**src/hw/wdu_pkg.sv**
```systemverilog
package wdu_pkg;

  // Oscillator and time-out figures
  localparam int OSC_KHZ = 128;
  localparam int TMO_MIN_MS = 16;
  localparam int BASE_CYC = TMO_MIN_MS * OSC_KHZ;
  localparam int CNT_W = 21;
  localparam logic [3:0] TSEL_MAX = 4'h9;

  // Timed change window, in core clock cycles
  localparam int CE_CYCLES = 4;
  localparam logic [1:0] CE_CNT_LOAD = 2'(CE_CYCLES - 1);

  // Register byte offsets
  localparam logic [4:0] REG_CTRL = 5'h00;
  localparam logic [4:0] REG_CAUSE = 5'h04;
  localparam logic [4:0] REG_ISTS = 5'h08;
  localparam logic [4:0] REG_IMSK = 5'h0c;
  localparam logic [4:0] REG_RESTART = 5'h10;
  localparam logic [4:0] REG_COUNT = 5'h14;

  // Control and status field positions
  localparam int B_FLAG = 7;
  localparam int B_IME = 6;
  localparam int B_TS3 = 5;
  localparam int B_CE = 4;
  localparam int B_RME = 3;
  localparam int B_TS_HI = 2;
  localparam int B_CAUSE_WD = 3;

  // Interrupt status bits
  localparam int EV_TMO = 0;
  localparam int EV_RST = 1;
  localparam int EV_W = 2;

  // Reset values
  localparam logic [3:0] TSEL_RST = 4'h0;
  localparam logic [EV_W-1:0] IMSK_RST = 2'h0;

  // Operating modes
  typedef enum logic [1:0] {
    MODE_STOP,
    MODE_IRQ,
    MODE_RST,
    MODE_BOTH
  } wdu_mode_t;

endpackage : wdu_pkg

```
**src/hw/wdu_sync.sv**
```systemverilog
`timescale 1ns/1ps
module wdu_sync #(
  parameter int W = 1
) (
  // Clock and reset
  input wire logic core_clk,
  input wire logic nrst,
  // Asynchronous levels in, synchronised levels out
  input wire logic [W-1:0] async_in,
  output logic [W-1:0] sync_out
);

  logic [W-1:0] meta_q;

  // Two flip-flop synchroniser; first stage feeds only the second
  always_ff @(posedge core_clk) begin
    if (!nrst) begin
      meta_q <= '0;
      sync_out <= '0;
    end else begin
      meta_q <= async_in;
      sync_out <= meta_q;
    end
  end

endmodule : wdu_sync

```
**src/hw/wdu_watchdog_unit.sv**
```systemverilog
`timescale 1ns/1ps
module wdu_watchdog_unit
  import wdu_pkg::*;
(
  // Clock and reset
  input wire logic core_clk,
  input wire logic nrst,
  // Avalon-MM slave
  input wire logic [4:0] avs_address,
  input wire logic avs_read,
  input wire logic avs_write,
  input wire logic [31:0] avs_writedata,
  input wire logic [3:0] avs_byteenable,
  output logic [31:0] avs_readdata,
  output logic avs_waitrequest,
  // Oscillator and fuse pins
  input wire logic osc_clk_pin,
  input wire logic always_on_fuse,
  // Processor core side
  input wire logic restart_req,
  input wire logic vector_ack,
  output logic wake_irq_req,
  output logic sys_reset,
  // Interrupt to software
  output logic irq
);

  logic [1:0] pin_s;
  logic osc_s;
  logic fuse_s;
  logic osc_d_q;
  logic tick;
  logic ack_q;
  logic bus_req;
  logic wr_fire;
  logic rd_fire;
  logic [7:0] wd;
  logic ctrl_w;
  logic open_w;
  logic chg_w;
  logic rme_q;
  logic ime_q;
  logic flag_q;
  logic cause_q;
  logic ce_q;
  logic [1:0] ce_cnt_q;
  logic [3:0] tsel_q;
  logic rme_eff;
  logic ime_eff;
  logic run;
  logic restart;
  logic [CNT_W-1:0] cnt_q;
  logic [CNT_W-1:0] limit_m1;
  logic [3:0] tcode;
  logic expire;
  logic tmo_evt;
  logic rst_evt;
  logic sys_rst_q;
  wdu_mode_t mode;
  logic [EV_W-1:0] ists_q;
  logic [EV_W-1:0] imsk_q;
  logic [EV_W-1:0] ists_rd_q;
  logic [31:0] rdata_d;

  // Oscillator and fuse pins cross into the core domain
  wdu_sync #(.W(2)) u_sync (
    .core_clk(core_clk),
    .nrst(nrst),
    .async_in({always_on_fuse, osc_clk_pin}),
    .sync_out(pin_s)
  );

  assign osc_s = pin_s[0];
  assign fuse_s = pin_s[1];

  // Rising edge of the oscillator gives one counter tick
  always_ff @(posedge core_clk) begin
    if (!nrst) begin
      osc_d_q <= 1'b0;
    end else begin
      osc_d_q <= osc_s;
    end
  end

  assign tick = osc_s & ~osc_d_q;

  // Bus slave: one wait cycle, then the answer
  assign bus_req = avs_read | avs_write;
  assign avs_waitrequest = bus_req & ~ack_q;
  assign wr_fire = avs_write & ack_q & avs_byteenable[0];
  assign rd_fire = avs_read & ack_q;
  assign wd = avs_writedata[7:0];

  always_ff @(posedge core_clk) begin
    if (!nrst) begin
      ack_q <= 1'b0;
    end else begin
      ack_q <= bus_req & ~ack_q;
    end
  end

  // Control register write classes
  assign ctrl_w = wr_fire & (avs_address == REG_CTRL);
  assign open_w = ctrl_w & wd[B_CE] & wd[B_RME];
  assign chg_w = ctrl_w & ce_q & ~wd[B_CE];

  // Effective mode bits, fuse and cause flag override
  assign rme_eff = fuse_s | rme_q | cause_q;
  assign ime_eff = ime_q & ~fuse_s;

  always_comb begin
    unique case ({rme_eff, ime_eff})
      2'b00: mode = MODE_STOP;
      2'b01: mode = MODE_IRQ;
      2'b10: mode = MODE_RST;
      2'b11: mode = MODE_BOTH;
    endcase
  end

  // Timed change window
  always_ff @(posedge core_clk) begin
    if (!nrst) begin
      ce_q <= 1'b0;
      ce_cnt_q <= 2'h0;
    end else if (rst_evt) begin
      ce_q <= 1'b0;
      ce_cnt_q <= 2'h0;
    end else if (open_w) begin
      ce_q <= 1'b1;
      ce_cnt_q <= CE_CNT_LOAD;
    end else if (chg_w) begin
      ce_q <= 1'b0;
      ce_cnt_q <= 2'h0;
    end else if (ce_q) begin
      if (ce_cnt_q == 2'h0) begin
        ce_q <= 1'b0;
      end else begin
        ce_cnt_q <= ce_cnt_q - 2'h1;
      end
    end
  end

  // Reset mode enable: set any time, cleared only in the window
  always_ff @(posedge core_clk) begin
    if (!nrst) begin
      rme_q <= 1'b0;
    end else if (chg_w) begin
      rme_q <= wd[B_RME] | cause_q;
    end else if (ctrl_w) begin
      rme_q <= rme_q | wd[B_RME];
    end
  end

  // Time-out selection changes only in the window or on a watchdog reset
  always_ff @(posedge core_clk) begin
    if (!nrst) begin
      tsel_q <= TSEL_RST;
    end else if (rst_evt) begin
      tsel_q <= TSEL_RST;
    end else if (chg_w) begin
      tsel_q <= {wd[B_TS3], wd[B_TS_HI:0]};
    end
  end

  // Interrupt mode enable, dropped by vector in combined mode
  always_ff @(posedge core_clk) begin
    if (!nrst) begin
      ime_q <= 1'b0;
    end else if (rst_evt) begin
      ime_q <= 1'b0;
    end else if (ctrl_w) begin
      ime_q <= wd[B_IME];
    end else if (vector_ack && rme_eff) begin
      ime_q <= 1'b0;
    end
  end

  // Time-out interrupt flag, a new time-out wins over a clear
  always_ff @(posedge core_clk) begin
    if (!nrst) begin
      flag_q <= 1'b0;
    end else if (tmo_evt) begin
      flag_q <= 1'b1;
    end else if (rst_evt) begin
      flag_q <= 1'b0;
    end else if ((ctrl_w && wd[B_FLAG]) || vector_ack) begin
      flag_q <= 1'b0;
    end
  end

  // Watchdog reset cause flag, kept across its own reset
  always_ff @(posedge core_clk) begin
    if (!nrst) begin
      cause_q <= 1'b0;
    end else if (rst_evt) begin
      cause_q <= 1'b1;
    end else if (wr_fire && avs_address == REG_CAUSE && !wd[B_CAUSE_WD]) begin
      cause_q <= 1'b0;
    end
  end

  // Time-out limit from the select code, reserved codes use the longest
  assign tcode = (tsel_q > TSEL_MAX) ? TSEL_MAX : tsel_q;
  assign limit_m1 = CNT_W'((BASE_CYC << tcode) - 1);

  assign run = rme_eff | ime_eff;
  assign restart = restart_req | (wr_fire & (avs_address == REG_RESTART));
  assign expire = run & tick & ~restart & (cnt_q == limit_m1);

  // Oscillator tick counter
  always_ff @(posedge core_clk) begin
    if (!nrst) begin
      cnt_q <= '0;
    end else if (!run || restart || expire) begin
      cnt_q <= '0;
    end else if (tick) begin
      cnt_q <= cnt_q + CNT_W'(1);
    end
  end

  // Action on expiry by mode
  always_comb begin
    tmo_evt = 1'b0;
    rst_evt = 1'b0;
    unique case (mode)
      MODE_STOP: begin
        tmo_evt = 1'b0;
      end
      MODE_IRQ: begin
        tmo_evt = expire;
      end
      MODE_RST: begin
        rst_evt = expire;
      end
      MODE_BOTH: begin
        if (flag_q) begin
          rst_evt = expire;
        end else begin
          tmo_evt = expire;
        end
      end
    endcase
  end

  // One-cycle system reset pulse
  always_ff @(posedge core_clk) begin
    if (!nrst) begin
      sys_rst_q <= 1'b0;
    end else begin
      sys_rst_q <= rst_evt;
    end
  end

  assign sys_reset = sys_rst_q;
  assign wake_irq_req = flag_q & ime_eff;

  // Sticky event status, read clears only what was reported
  always_ff @(posedge core_clk) begin
    if (!nrst) begin
      ists_q <= '0;
    end else begin
      ists_q <= (ists_q & ~(rd_fire && avs_address == REG_ISTS ? ists_rd_q : '0))
                | {rst_evt, tmo_evt};
    end
  end

  // Interrupt mask
  always_ff @(posedge core_clk) begin
    if (!nrst) begin
      imsk_q <= IMSK_RST;
    end else if (wr_fire && avs_address == REG_IMSK) begin
      imsk_q <= wd[EV_W-1:0];
    end
  end

  assign irq = |(ists_q & imsk_q);

  // Read data mux
  always_comb begin
    rdata_d = 32'h0000_0000;
    unique case (avs_address)
      REG_CTRL: rdata_d[7:0] = {flag_q, ime_eff, tsel_q[3], ce_q, rme_eff, tsel_q[2:0]};
      REG_CAUSE: rdata_d[B_CAUSE_WD] = cause_q;
      REG_ISTS: rdata_d[EV_W-1:0] = ists_q;
      REG_IMSK: rdata_d[EV_W-1:0] = imsk_q;
      REG_COUNT: rdata_d[CNT_W-1:0] = cnt_q;
      default: rdata_d = 32'h0000_0000;
    endcase
  end

  // Read data captured in the wait cycle
  always_ff @(posedge core_clk) begin
    if (!nrst) begin
      avs_readdata <= 32'h0000_0000;
      ists_rd_q <= '0;
    end else if (avs_read && !ack_q) begin
      avs_readdata <= rdata_d;
      ists_rd_q <= ists_q;
    end
  end
endmodule : wdu_watchdog_unit

```
**config.mk**
```make
export PLATFORM = sky130hd
export DESIGN_NAME = wdu_watchdog_unit
export DESIGN_NICKNAME = d
export VERILOG_FILES = /design/src/hw/wdu_pkg.sv /design/src/hw/wdu_sync.sv /design/src/hw/wdu_watchdog_unit.sv
export SDC_FILE = /design/constraint.sdc
export NUM_CORES = 1
export LEC_CHECK = 0
export ABC_AREA = 1
export ABC_CLOCK_PERIOD_IN_PS = 4600
export BUFFER_PORTS_ARGS = -buffer_cell sky130_fd_sc_hd__clkbuf_2
export CORE_AREA = 2 2 84 86
export CTS_CLUSTER_SIZE = 28
export DETAILED_ROUTE_END_ITERATION = 8
export DIE_AREA = 0 0 86 88
export GPL_TIMING_DRIVEN = 1
export MAX_ROUTING_LAYER = met4
export PLACE_DENSITY = 0.75
export SYNTH_ARGS = -nofsm -noshare
export SYNTH_HDL_FRONTEND = slang
export SYNTH_SLANG_ARGS = --single-unit
```
**constraint.sdc**
```tcl
create_clock -name core_clk -period 4.6 [get_ports core_clk]
set_input_delay 0.23 -clock core_clk [delete_from_list [all_inputs] [get_ports core_clk]]
set_output_delay 0.23 -clock core_clk [all_outputs]
set_load 0.02 [all_outputs]
```
# After elaboration in Yosys (flattened, before gate mapping)
# Index checks and enable logic that the tools add are counted.
# W data, S select, Z words.
[totals]
regBits = 66
[op_classes]
n_shift = 1
n_lt_le_gt_ge = 1
n_addsub = 3
n_bitwise = 33
eq_ne = 13
reduce_logical = 25
n_mux = 29
[ops]
columns = ["operator", "n"]
rows = [
  ["$add A21 B1 Y21 const B", 1],
  ["$eq A21 B21 Y1", 1],
  ["$shl A12 B4 Y21 const A", 1],
  ["$sub A21 B2 Y21 const B", 1],
  ["$and A1 B1 Y1", 16],
  ["$pmux W2 S4", 2],
  ["$mux W1", 15],
  ["$mux W13", 1],
  ["$eq A5 B4 Y1 const B", 2],
  ["$eq A5 B5 Y1 const B", 2],
  ["$mux W2", 5],
  ["$eq A2 B2 Y1 const B", 4],
  ["$pmux W4 S2", 1],
  ["$logic_and A1 B1 Y1", 7],
  ["$or A1 B1 Y1", 7],
  ["$not A1 Y1", 6],
  ["$pmux W1 S2", 3],
  ["$reduce_bool A2 Y1", 3],
  ["$reduce_bool A3 Y1", 2],
  ["$reduce_or A2 Y1", 3],
  ["$eq A5 B3 Y1 const B", 1],
  ["$logic_not A5 Y1", 1],
  ["$and A2 B2 Y2", 2],
  ["$eq A2 B1 Y1 const B", 2],
  ["other kinds (11)", 16],
]

# Longest topological paths before layout
# Gate-level depths: netlist (run 1).
[depth]
word_depth = 11
depth_mapped = 17
mapped_depth_nobuf = 15

# Hierarchy
# Synthesis (run 1) repeated with hierarchy kept, for this count alone.
[unflattened]
cells_unflattened = 490
hier_area_um2 = 3403.3
[by_module_without_submodules]
columns = ["module", "n_inst", "area_per_inst_um2", "cells_per_inst"]
rows = [
  ["wdu_watchdog_unit", 1, 3293.2, 478],
  ["wdu_sync", 1, 110.1, 12],
]

# Worst setup path after synthesis (run 1)
# Ideal clock, no wire load.
[synth_path]
path_kind = "flip-flop to flip-flop"
start = "reg tsel_q[2]"
end = "reg cnt_q[11]"
arrival_ps = 1958
n_path_buf = 2
path_slack_ps = 2520
stages_incl_launch_ff = 18
setup_time_ps = 122
synth_period_minus_slack_ps = 2080
path_cell_list = "dfxtp_1 > buf_2 > nor2_1 > nand2_1 > ha_1 > inv_1 > nand2_1 > nand2_1 > nand2_1 > nor2_1 > nand2_1 > nor2_1 > nand4_1 > nor2_4 > nand2_1 > nand3_2 > buf_6 > a21oi_1"
[synth_between]
elab_chain_len = 8
[synth_rtl]
columns = ["item", "line", "rtl"]
rows = [
  ["start: declaration", "wdu_watchdog_unit.sv:47", "logic [3:0] tsel_q;"],
  ["start signal: assignment", "wdu_watchdog_unit.sv:161", "tsel_q <= {wd[B_TS3], wd[B_TS_HI:0]};"],
  ["$gt A4 B4 Y1", "wdu_watchdog_unit.sv:203", "assign tcode = (tsel_q > TSEL_MAX) ? TSEL_MAX : tsel_q;"],
  ["$mux W4 *", "wdu_watchdog_unit.sv:203", ""],
  ["$shl A12 B4 Y21 *", "wdu_watchdog_unit.sv:204", "assign limit_m1 = CNT_W'((BASE_CYC << tcode) - 1);"],
  ["$sub A21 B2 Y21 *", "wdu_watchdog_unit.sv:204", ""],
  ["$eq A21 B21 Y1 *", "wdu_watchdog_unit.sv:208", "assign expire = run & tick & ~restart & (cnt_q == limit_m1);"],
  ["$and A1 B1 Y1 *", "wdu_watchdog_unit.sv:208", ""],
  ["$logic_or A1 B1 Y1 *", "wdu_watchdog_unit.sv:214", "end else if (!run || restart || expire) begin"],
  ["$reduce_or A2 Y1 (no source line) *", "n/a", ""],
  ["end signal: assignment", "wdu_watchdog_unit.sv:217", "cnt_q <= cnt_q + CNT_W'(1);"],
  ["end: declaration", "wdu_watchdog_unit.sv:52", "logic [CNT_W-1:0] cnt_q;"],
]
# Every way passes the cells marked *; elsewhere a longest branch is shown, timed or not.
# A chain may end at the register's enable or synchronous reset.

# Final worst setup path (run 1)
[layout_path]
start = "reg tsel_q[2]"
end = "reg cnt_q[7]"
# The elaborated chain is that of the path after synthesis.

==> flow_summary.toml, run 1 <==
[timing]
fin_skew_ns = 0.0130
setup_violations = 0
finalHoldViolCount = 0
period_minus_slack_ns = 2.48
max_slew.worst_pin.slew_ns = 0.640
timing.max_slew.rel_slack_pct = 57.4
rsz0062_at_grt = "false"
max_freq_mhz = 403
fin_crit_sh_pct = 54.0
setup_ws_ns = 2.12
slew_viol_final = 0
setup_tns_ns = 0

[final_layout]
area_growth_pct = 14.5
drive_gt1_share_pct = 13.8
nets = 569
num_antenna_cells = 0

[clocking]
clockRootBuffer = "clkbuf_8"
cts_buffers = 9
cts-resized-gates = 0
insertion_delay_ns = 0.35
clock_path_buffers = 2
cts_hold_buf = 0
cts_tree = "built"
ctsHtreeMaxLevel = 3
cts_setup_buffers = 0
cts_num_sinks = 66
cts.clk_slew.worst_paths_ns = 0.08

[placement]
dp_slack_ns = 2.13
io_buffers = 46
place_congestion = 0.921
dp_hpwl_um = 5650

[worst_setup_path]
ff2ff_setup_slack_ns = 2.12
worst_setup_path_end_kind = "register"
worstPathRequired_ns = 4.82
r2r-end = "cnt_q[7]"
cpPeakStageDelay_ns = 0.40
critical_path.startpoint_type = "register"
path_cells = "nor2_1, nand2_1, ha_1, inv_1, nand2_1, nand2_1, nand2_1, nor2_1, nand2_1, nor2_1, nand4_1, nor2_4, nand2_1, nand3_2, nor2_1"
worstPathMaxFanout = 21
reg2reg_depth = 15
r2r_start = "tsel_q[2]"
path_common_cell = "nand2_1"
worst_ep_arrival_time_ns = 2.71
crit_type = "register to register"
cp_slowest_cell = "dfxtp_1"

[min_path]
hp-class = "primary input to register"
min_to = "u_sync.meta_q[0]"
holdPathStages = 3
min_from = "osc_clk_pin"

[power_and_ir_drop]
p_per_area_nw_per_um2 = 341
ir_drop_mv = 0.146
p_leak_nw = 1.58

[synth]
ys.flop_type = "dfxtp_1"
netlist.top_cell.by_area = "dfxtp_1"
syn_area_um2 = 3270
ys_top_cells_by_count = "96 x nand2_1, 73 x inv_1, 66 x dfxtp_1"
yosys.area.top_type_share_pct = 40.5
yosys-top-cells-area = "dfxtp_1 40%, nand2_1 11%, inv_1 8.4%, nor2_1 6.4%, o21ai_0 5.7%"
synth-edff-count = 0
yosys_warnings = 0
yosysUniqueCellTypes = 32
synth-seq-cells = 66
seq_area_frac_synth_pct = 40.5
yosysMostFrequentCell = "nand2_1"
avgSynthCellArea_um2 = 6.92
netlist_instances = 472
ys_async_sr_fraction_pct = 0

[routing]
route.vias.total = 3159
post-route-drc-count = 0
via_per_inst = 5.25
avgRoutedWirePerCell_um = 13.0
drt_iter0_drc = 233
drt.antenna.violating_nets = 0
totalWireLength_um = 7850
drt-pass1-iter-count = 5

[global_route]
grt_max_degree = 43
grt_pass1_wl_um = 13100
grt_pass1_vias = 2886
grt_use_total_pct = 22.9
antenna_found_initial = 0
gr-total-overflow = 0

[floorplanning]
dieArea_um2 = 7570
start_util_pct = 49.2
core_um2 = 6640
pin_count = 85
rows = 30
die_h_um = 88
die_w_um = 86

[run]
cap_violations = 0

[outcome]
status = "finished, final reports clean"
critical path: cells and delay by family, from the launching register on:
kind | cells | cell delay [ns]
adders and majority gates | 1 | 0.32
buffers and inverters | 1 | 0.06
and+or+nand+nor | 13 | 1.58
DFF | 1 | 0.40
metrics by stage:
step | std cells | cell area [µm²] | utilization [%] | hold WS (ns) | power [mW]
after CTS | 602 | 3740 | 56.3 | 0.0476 | 1.28
after floorplan | 482 | 3300 | - | 0.328 | 0.671
after detailed placement | 586 | 3500 | 52.6 | 0.398 | 0.697
after global routing | 602 | 3740 | 56.3 | 0.0415 | 1.32
after global placement | 586 | 3500 | 52.6 | 0.395 | 0.695
final | 602 | 3740 | 56.3 | 0.0570 | 1.27
per-layer routing:
metal	GRT usage, %	share of wire, %	vias to the layer above
met5	-	0	-
li1	-	-	1579
met2	35.9	47	119
met4	10.7	2.2	0
met1	26.8	43	1439
met3	6.88	7.5	22
placed cells by master, fill, tap and decap left out, drive strengths merged:
master  Yosys  routed
conb        1      11
dfxtp      66      66
a21oi      36      36
nor3b       1       1
o21bai      1       1
a211o       1       1
or2         1       1
nand4      11      11
nor3       15      15
inv        74      74
xnor2       3       3
nand3b      1       1
nand2      98      98
clkbuf      7      55
o21ai      37      37
nor2       58      58
o221ai      5       5
bufinv      0       3
buf        16       1
ha          3       3
a31oi       2       2
nand3      18      18
a22oi       1       1
o31ai       1       1
clkinv      0       4
xor2       12      12
o22ai       3       3
sequential cells by signal (all words and copies together), names as in the netlist:
signal,flops
sys_reset,1
ists_q,2
ce_q,1
rme_q,1
avs_readdata,21
flag_q,1
u_sync.sync_out,2
osc_d_q,1
ce_cnt_q,2
ack_q,1
ime_q,1
imsk_q,2
tsel_q,4
cnt_q,21
ists_rd_q,2
cause_q,1
u_sync.meta_q,2
where the power goes:
group          total [mW]  internal, mW  switching [mW]
Sequential          0.594         0.586         0.00764
Clock               0.590         0.360           0.230
Combinational      0.0904        0.0267          0.0637
cells by family (layout without fill, tap and decap cells):
logic type	after synthesis	after routing	share of synthesized area (%)
AO/OA/AOI/OAI	87	87	14.4
XOR/XNOR	15	15	4.02
adder cells (fa/ha/maj)	3	3	1.15
buffers and inverters	97	137	13.0
flip-flops	66	66	40.5
other	1	11	0.115
AND/OR/NAND/NOR	203	203	26.8
final cells by class:
class | count | area (µm²)
clock inverters | 7 | 118
inverters | 74 | 278
fillers | 628 | 2910
multi-input cells | 319 | 1560
clock buffers | 9 | 124
flip-flops and latches | 66 | 1320
well taps | 80 | 100
repair buffers | 47 | 238
worst max-delay path by stage:
stage	startpoint	to	slack, ns	depth (start not counted)
2_1_floorplan	tsel_q[2]	cnt_q[11]	2.52	17
3_3_place_gp	tsel_q[2]	cnt_q[18]	2.20	15
3_5_place_dp	tsel_q[2]	cnt_q[7]	2.13	15
4_1_cts	tsel_q[2]	cnt_q[7]	2.09	15
5_1_grt	tsel_q[2]	cnt_q[1]	1.82	15
6_report	tsel_q[2]	cnt_q[7]	2.12	15
(Power assumes the default switching activity.)
==> inputs of run 2 (changes only) <==
Settings changed: ABC_AREA 1 to 0, ABC_CLOCK_PERIOD_IN_PS 4600 to 2200, CORE_AREA 2 2 84 86 to 2 2 86 88, DIE_AREA 0 0 86 88 to 0 0 88 90.
Clock period 4.6 ns to 2.2 ns, I/O delays scaled along.
==> flow_summary.toml, run 2 <==
[final_layout]
nets = 522
reg_top3 = "avs_readdata (21), cnt_q (21), tsel_q (4)"
postLayoutCoreUtil_pct = 59.3
area_growth_pct = 27.6
final_common_cell = "dfxtp_1"
drive_gt1_share_pct = 27.6
mostFrequentLayoutCells = "62 x dfxtp_1, 48 x nor2_1, 46 x clkbuf_2"
num_antenna_cells = 0

[timing]
timing.max_slew.rel_slack_pct = 65.5
max_freq_mhz = 416
period_minus_slack_ns = 2.40
setup_tns_ns = -5.36
slew_viol_final = 0
finalHoldViolCount = 0
max_slew.worst_pin.slew_ns = 0.518
fin_skew_ns = 0.0144
setup_violations = 34
rsz0062_at_grt = "true"
fin_crit_sh_pct = 109
setup_ws_ns = -0.202

[routing]
drt_iter0_drc = 126
post-route-drc-count = 0
totalWireLength_um = 8070
via_per_inst = 5.30
avgRoutedWirePerCell_um = 14.1
drt-pass1-iter-count = 4
route.vias.total = 3040
drt.antenna.violating_nets = 0

[synth]
synth-edff-count = 0
netlist.top_cell.by_area = "dfxtp_1"
yosysMostFrequentCell = "dfxtp_1"
ys_top_cells_by_count = "66 x dfxtp_1, 50 x nor2_1, 44 x nand2_1"
ys_async_sr_fraction_pct = 0
yosys_warnings = 0
yosysUniqueCellTypes = 56
avgSynthCellArea_um2 = 8.31
ys.flop_type = "dfxtp_1"
yosys.area.top_type_share_pct = 40.5
seq_area_frac_synth_pct = 40.5
yosys-top-cells-area = "dfxtp_1 40%, nor2_1 5.7%, a21oi_1 5.1%, nand2_1 5.1%, nand3_1 4.1%"
syn_area_um2 = 3260
netlist_instances = 393
synth-seq-cells = 66

[power_and_ir_drop]
ir_drop_mv = 0.465
p_per_area_nw_per_um2 = 640
combPwrFrac_pct = 6.4
sw_frac_of_total_pct = 23.9
p_clk_share_pct = 47.9
power_switching_uw = 638
power.share.sequential_pct = 45.6
p_leak_nw = 1.61
internal_power_mw = 2.03

[worst_setup_path]
worstPathRequired_ns = 2.44
path_cells = "nor2_4, nand3b_1, ha_2, or4_4, a21oi_2, a31oi_2, a2111o_1, buf_6, o21ai_2, a21oi_1"
reg2reg_depth = 10
endpoint = "ime_q"
critPathLaunch = "tsel_q[2]"
cp_top_family = "compound AO/OA/AOI/OAI gates"
cp_slowest_cell = "a2111o_1"
r2r-end = "ime_q"
cpPeakStageDelay_ns = 0.44
ff2ff_setup_slack_ns = -0.20
critical_path.startpoint_type = "register"
crit_type = "register to register"
worst_ep_arrival_time_ns = 2.64
r2r_start = "tsel_q[2]"
worst-path-stages = 10
path_buf_inv = 1
worstPathMaxFanout = 4
worst_setup_path_end_kind = "register"

[clocking]
ctsHtreeMaxLevel = 3
clockRootBuffer = "clkbuf_8"
insertion_delay_ns = 0.36
clock_path_buffers = 2
cts.clk_slew.worst_paths_ns = 0.08
cts_num_sinks = 66
cts_buffers = 9
cts_tree = "built"

[global_route]
grt_max_degree = 27
antenna_found_initial = 0
grt_pass1_wl_um = 13500
gr-total-overflow = 0
grt_pass1_vias = 2954
grt_use_total_pct = 22.4

[floorplanning]
pin_count = 85
start_util_pct = 46.5
core_um2 = 7020
die_h_um = 90
die_w_um = 88
rows = 31
dieArea_um2 = 7920

[outcome]
violations = "negative setup slack"
status = "finished, violations left"

[run]
cap_violations = 0

[min_path]
hp-class = "primary input to register"
holdPathStages = 3

[placement]
io_buffers = 46
dp_hpwl_um = 5760
place_congestion = 0.859
run 2: cell families (layout without fill, tap and decap cells):
group / Yosys count / in the layout / synth area share [%]
AND/OR/NAND/NOR: 182 / 182 / 28.2
AO/OA/AOI/OAI: 69 / 70 / 14.7
flip-flops: 66 / 66 / 40.5
buffers and inverters: 41 / 112 / 6.75
XOR/XNOR: 25 / 25 / 6.71
multiplexers: 6 / 6 / 1.92
adder cells (fa/ha/maj): 3 / 3 / 1.15
other: 1 / 11 / 0.115
run 2: worst min path at each step:
| stage | startpoint | end | slack [ns] |
|---|---|---|---|
| floorplan | nrst | u_sync.meta_q[0] | 0.23 |
| global placement | always_on_fuse | u_sync.meta_q[1] | 0.32 |
| detailed placement | always_on_fuse | u_sync.meta_q[1] | 0.32 |
| CTS | avs_writedata[5] | tsel_q[3] | 0.01 |
| global route | avs_writedata[5] | tsel_q[3] | 0.02 |
| finish | avs_writedata[5] | tsel_q[3] | 0.01 |
run 2: layer usage:
metal	up-vias	routed length, µm	global-route usage, %
met5	-	0	-
met4	0	104	6.67
li1	1505	-	-
met2	73	4150	37.4
met3	12	326	5.51
met1	1450	3490	26.3
run 2: area by class of cell:
cell class	count	area, µm²
multi-input combinational	297	1840
clock buffer	9	124
inverter	6	22.5
tap	99	124
fill	587	2860
sequential	66	1330
timing repair buffer	90	608
clock inverter	7	125
run 2: power by group through the flow:
stage | combinational (mW) | sequential, mW | clock [mW]
after global routing | 0.189 | 1.22 | 1.34
after global placement | 0.159 | 1.24 | 0
after detailed placement | 0.161 | 1.25 | 0
after CTS | 0.170 | 1.22 | 1.30
after floorplan | 0.112 | 1.25 | 0
final | 0.172 | 1.22 | 1.28
run 2: what timing repair did:
item                                    in CTS  in global routing
hold buffers                                 3                  0
gates resized for setup                     12                  2
gates cloned                                 2                  0
endpoints found under the setup margin      34                 34
pin swaps                                    6                  5
setup buffers                                1                  0
endpoints found under the hold margin        3                  0
run 2: through the flow:
| stage | total power [mW] | hold slack, ns | area [µm²] | cells | worst slack (ns) |
|---|---|---|---|---|---|
| floorplan | 1.36 | 0.232 | 3360 | 403 | -0.270 |
| global placement | 1.40 | 0.319 | 3790 | 552 | -0.156 |
| detailed placement | 1.41 | 0.321 | 3790 | 552 | -0.211 |
| CTS | 2.68 | 0.0133 | 4160 | 574 | -0.184 |
| global route | 2.75 | 0.0225 | 4170 | 574 | -0.307 |
| finish | 2.67 | 0.0117 | 4170 | 574 | -0.202 |
run 2: worst reg2reg max path, stage by stage, from the launching register on:
cell and delay, ns:
dfxtp_2 0.34, nor2_4 0.10, nand3b_1 0.09, ha_2 0.22
or4_4 0.43, a21oi_2 0.17, a31oi_2 0.07, a2111o_1 0.44
buf_6 0.14, o21ai_2 0.21, a21oi_1 0.07
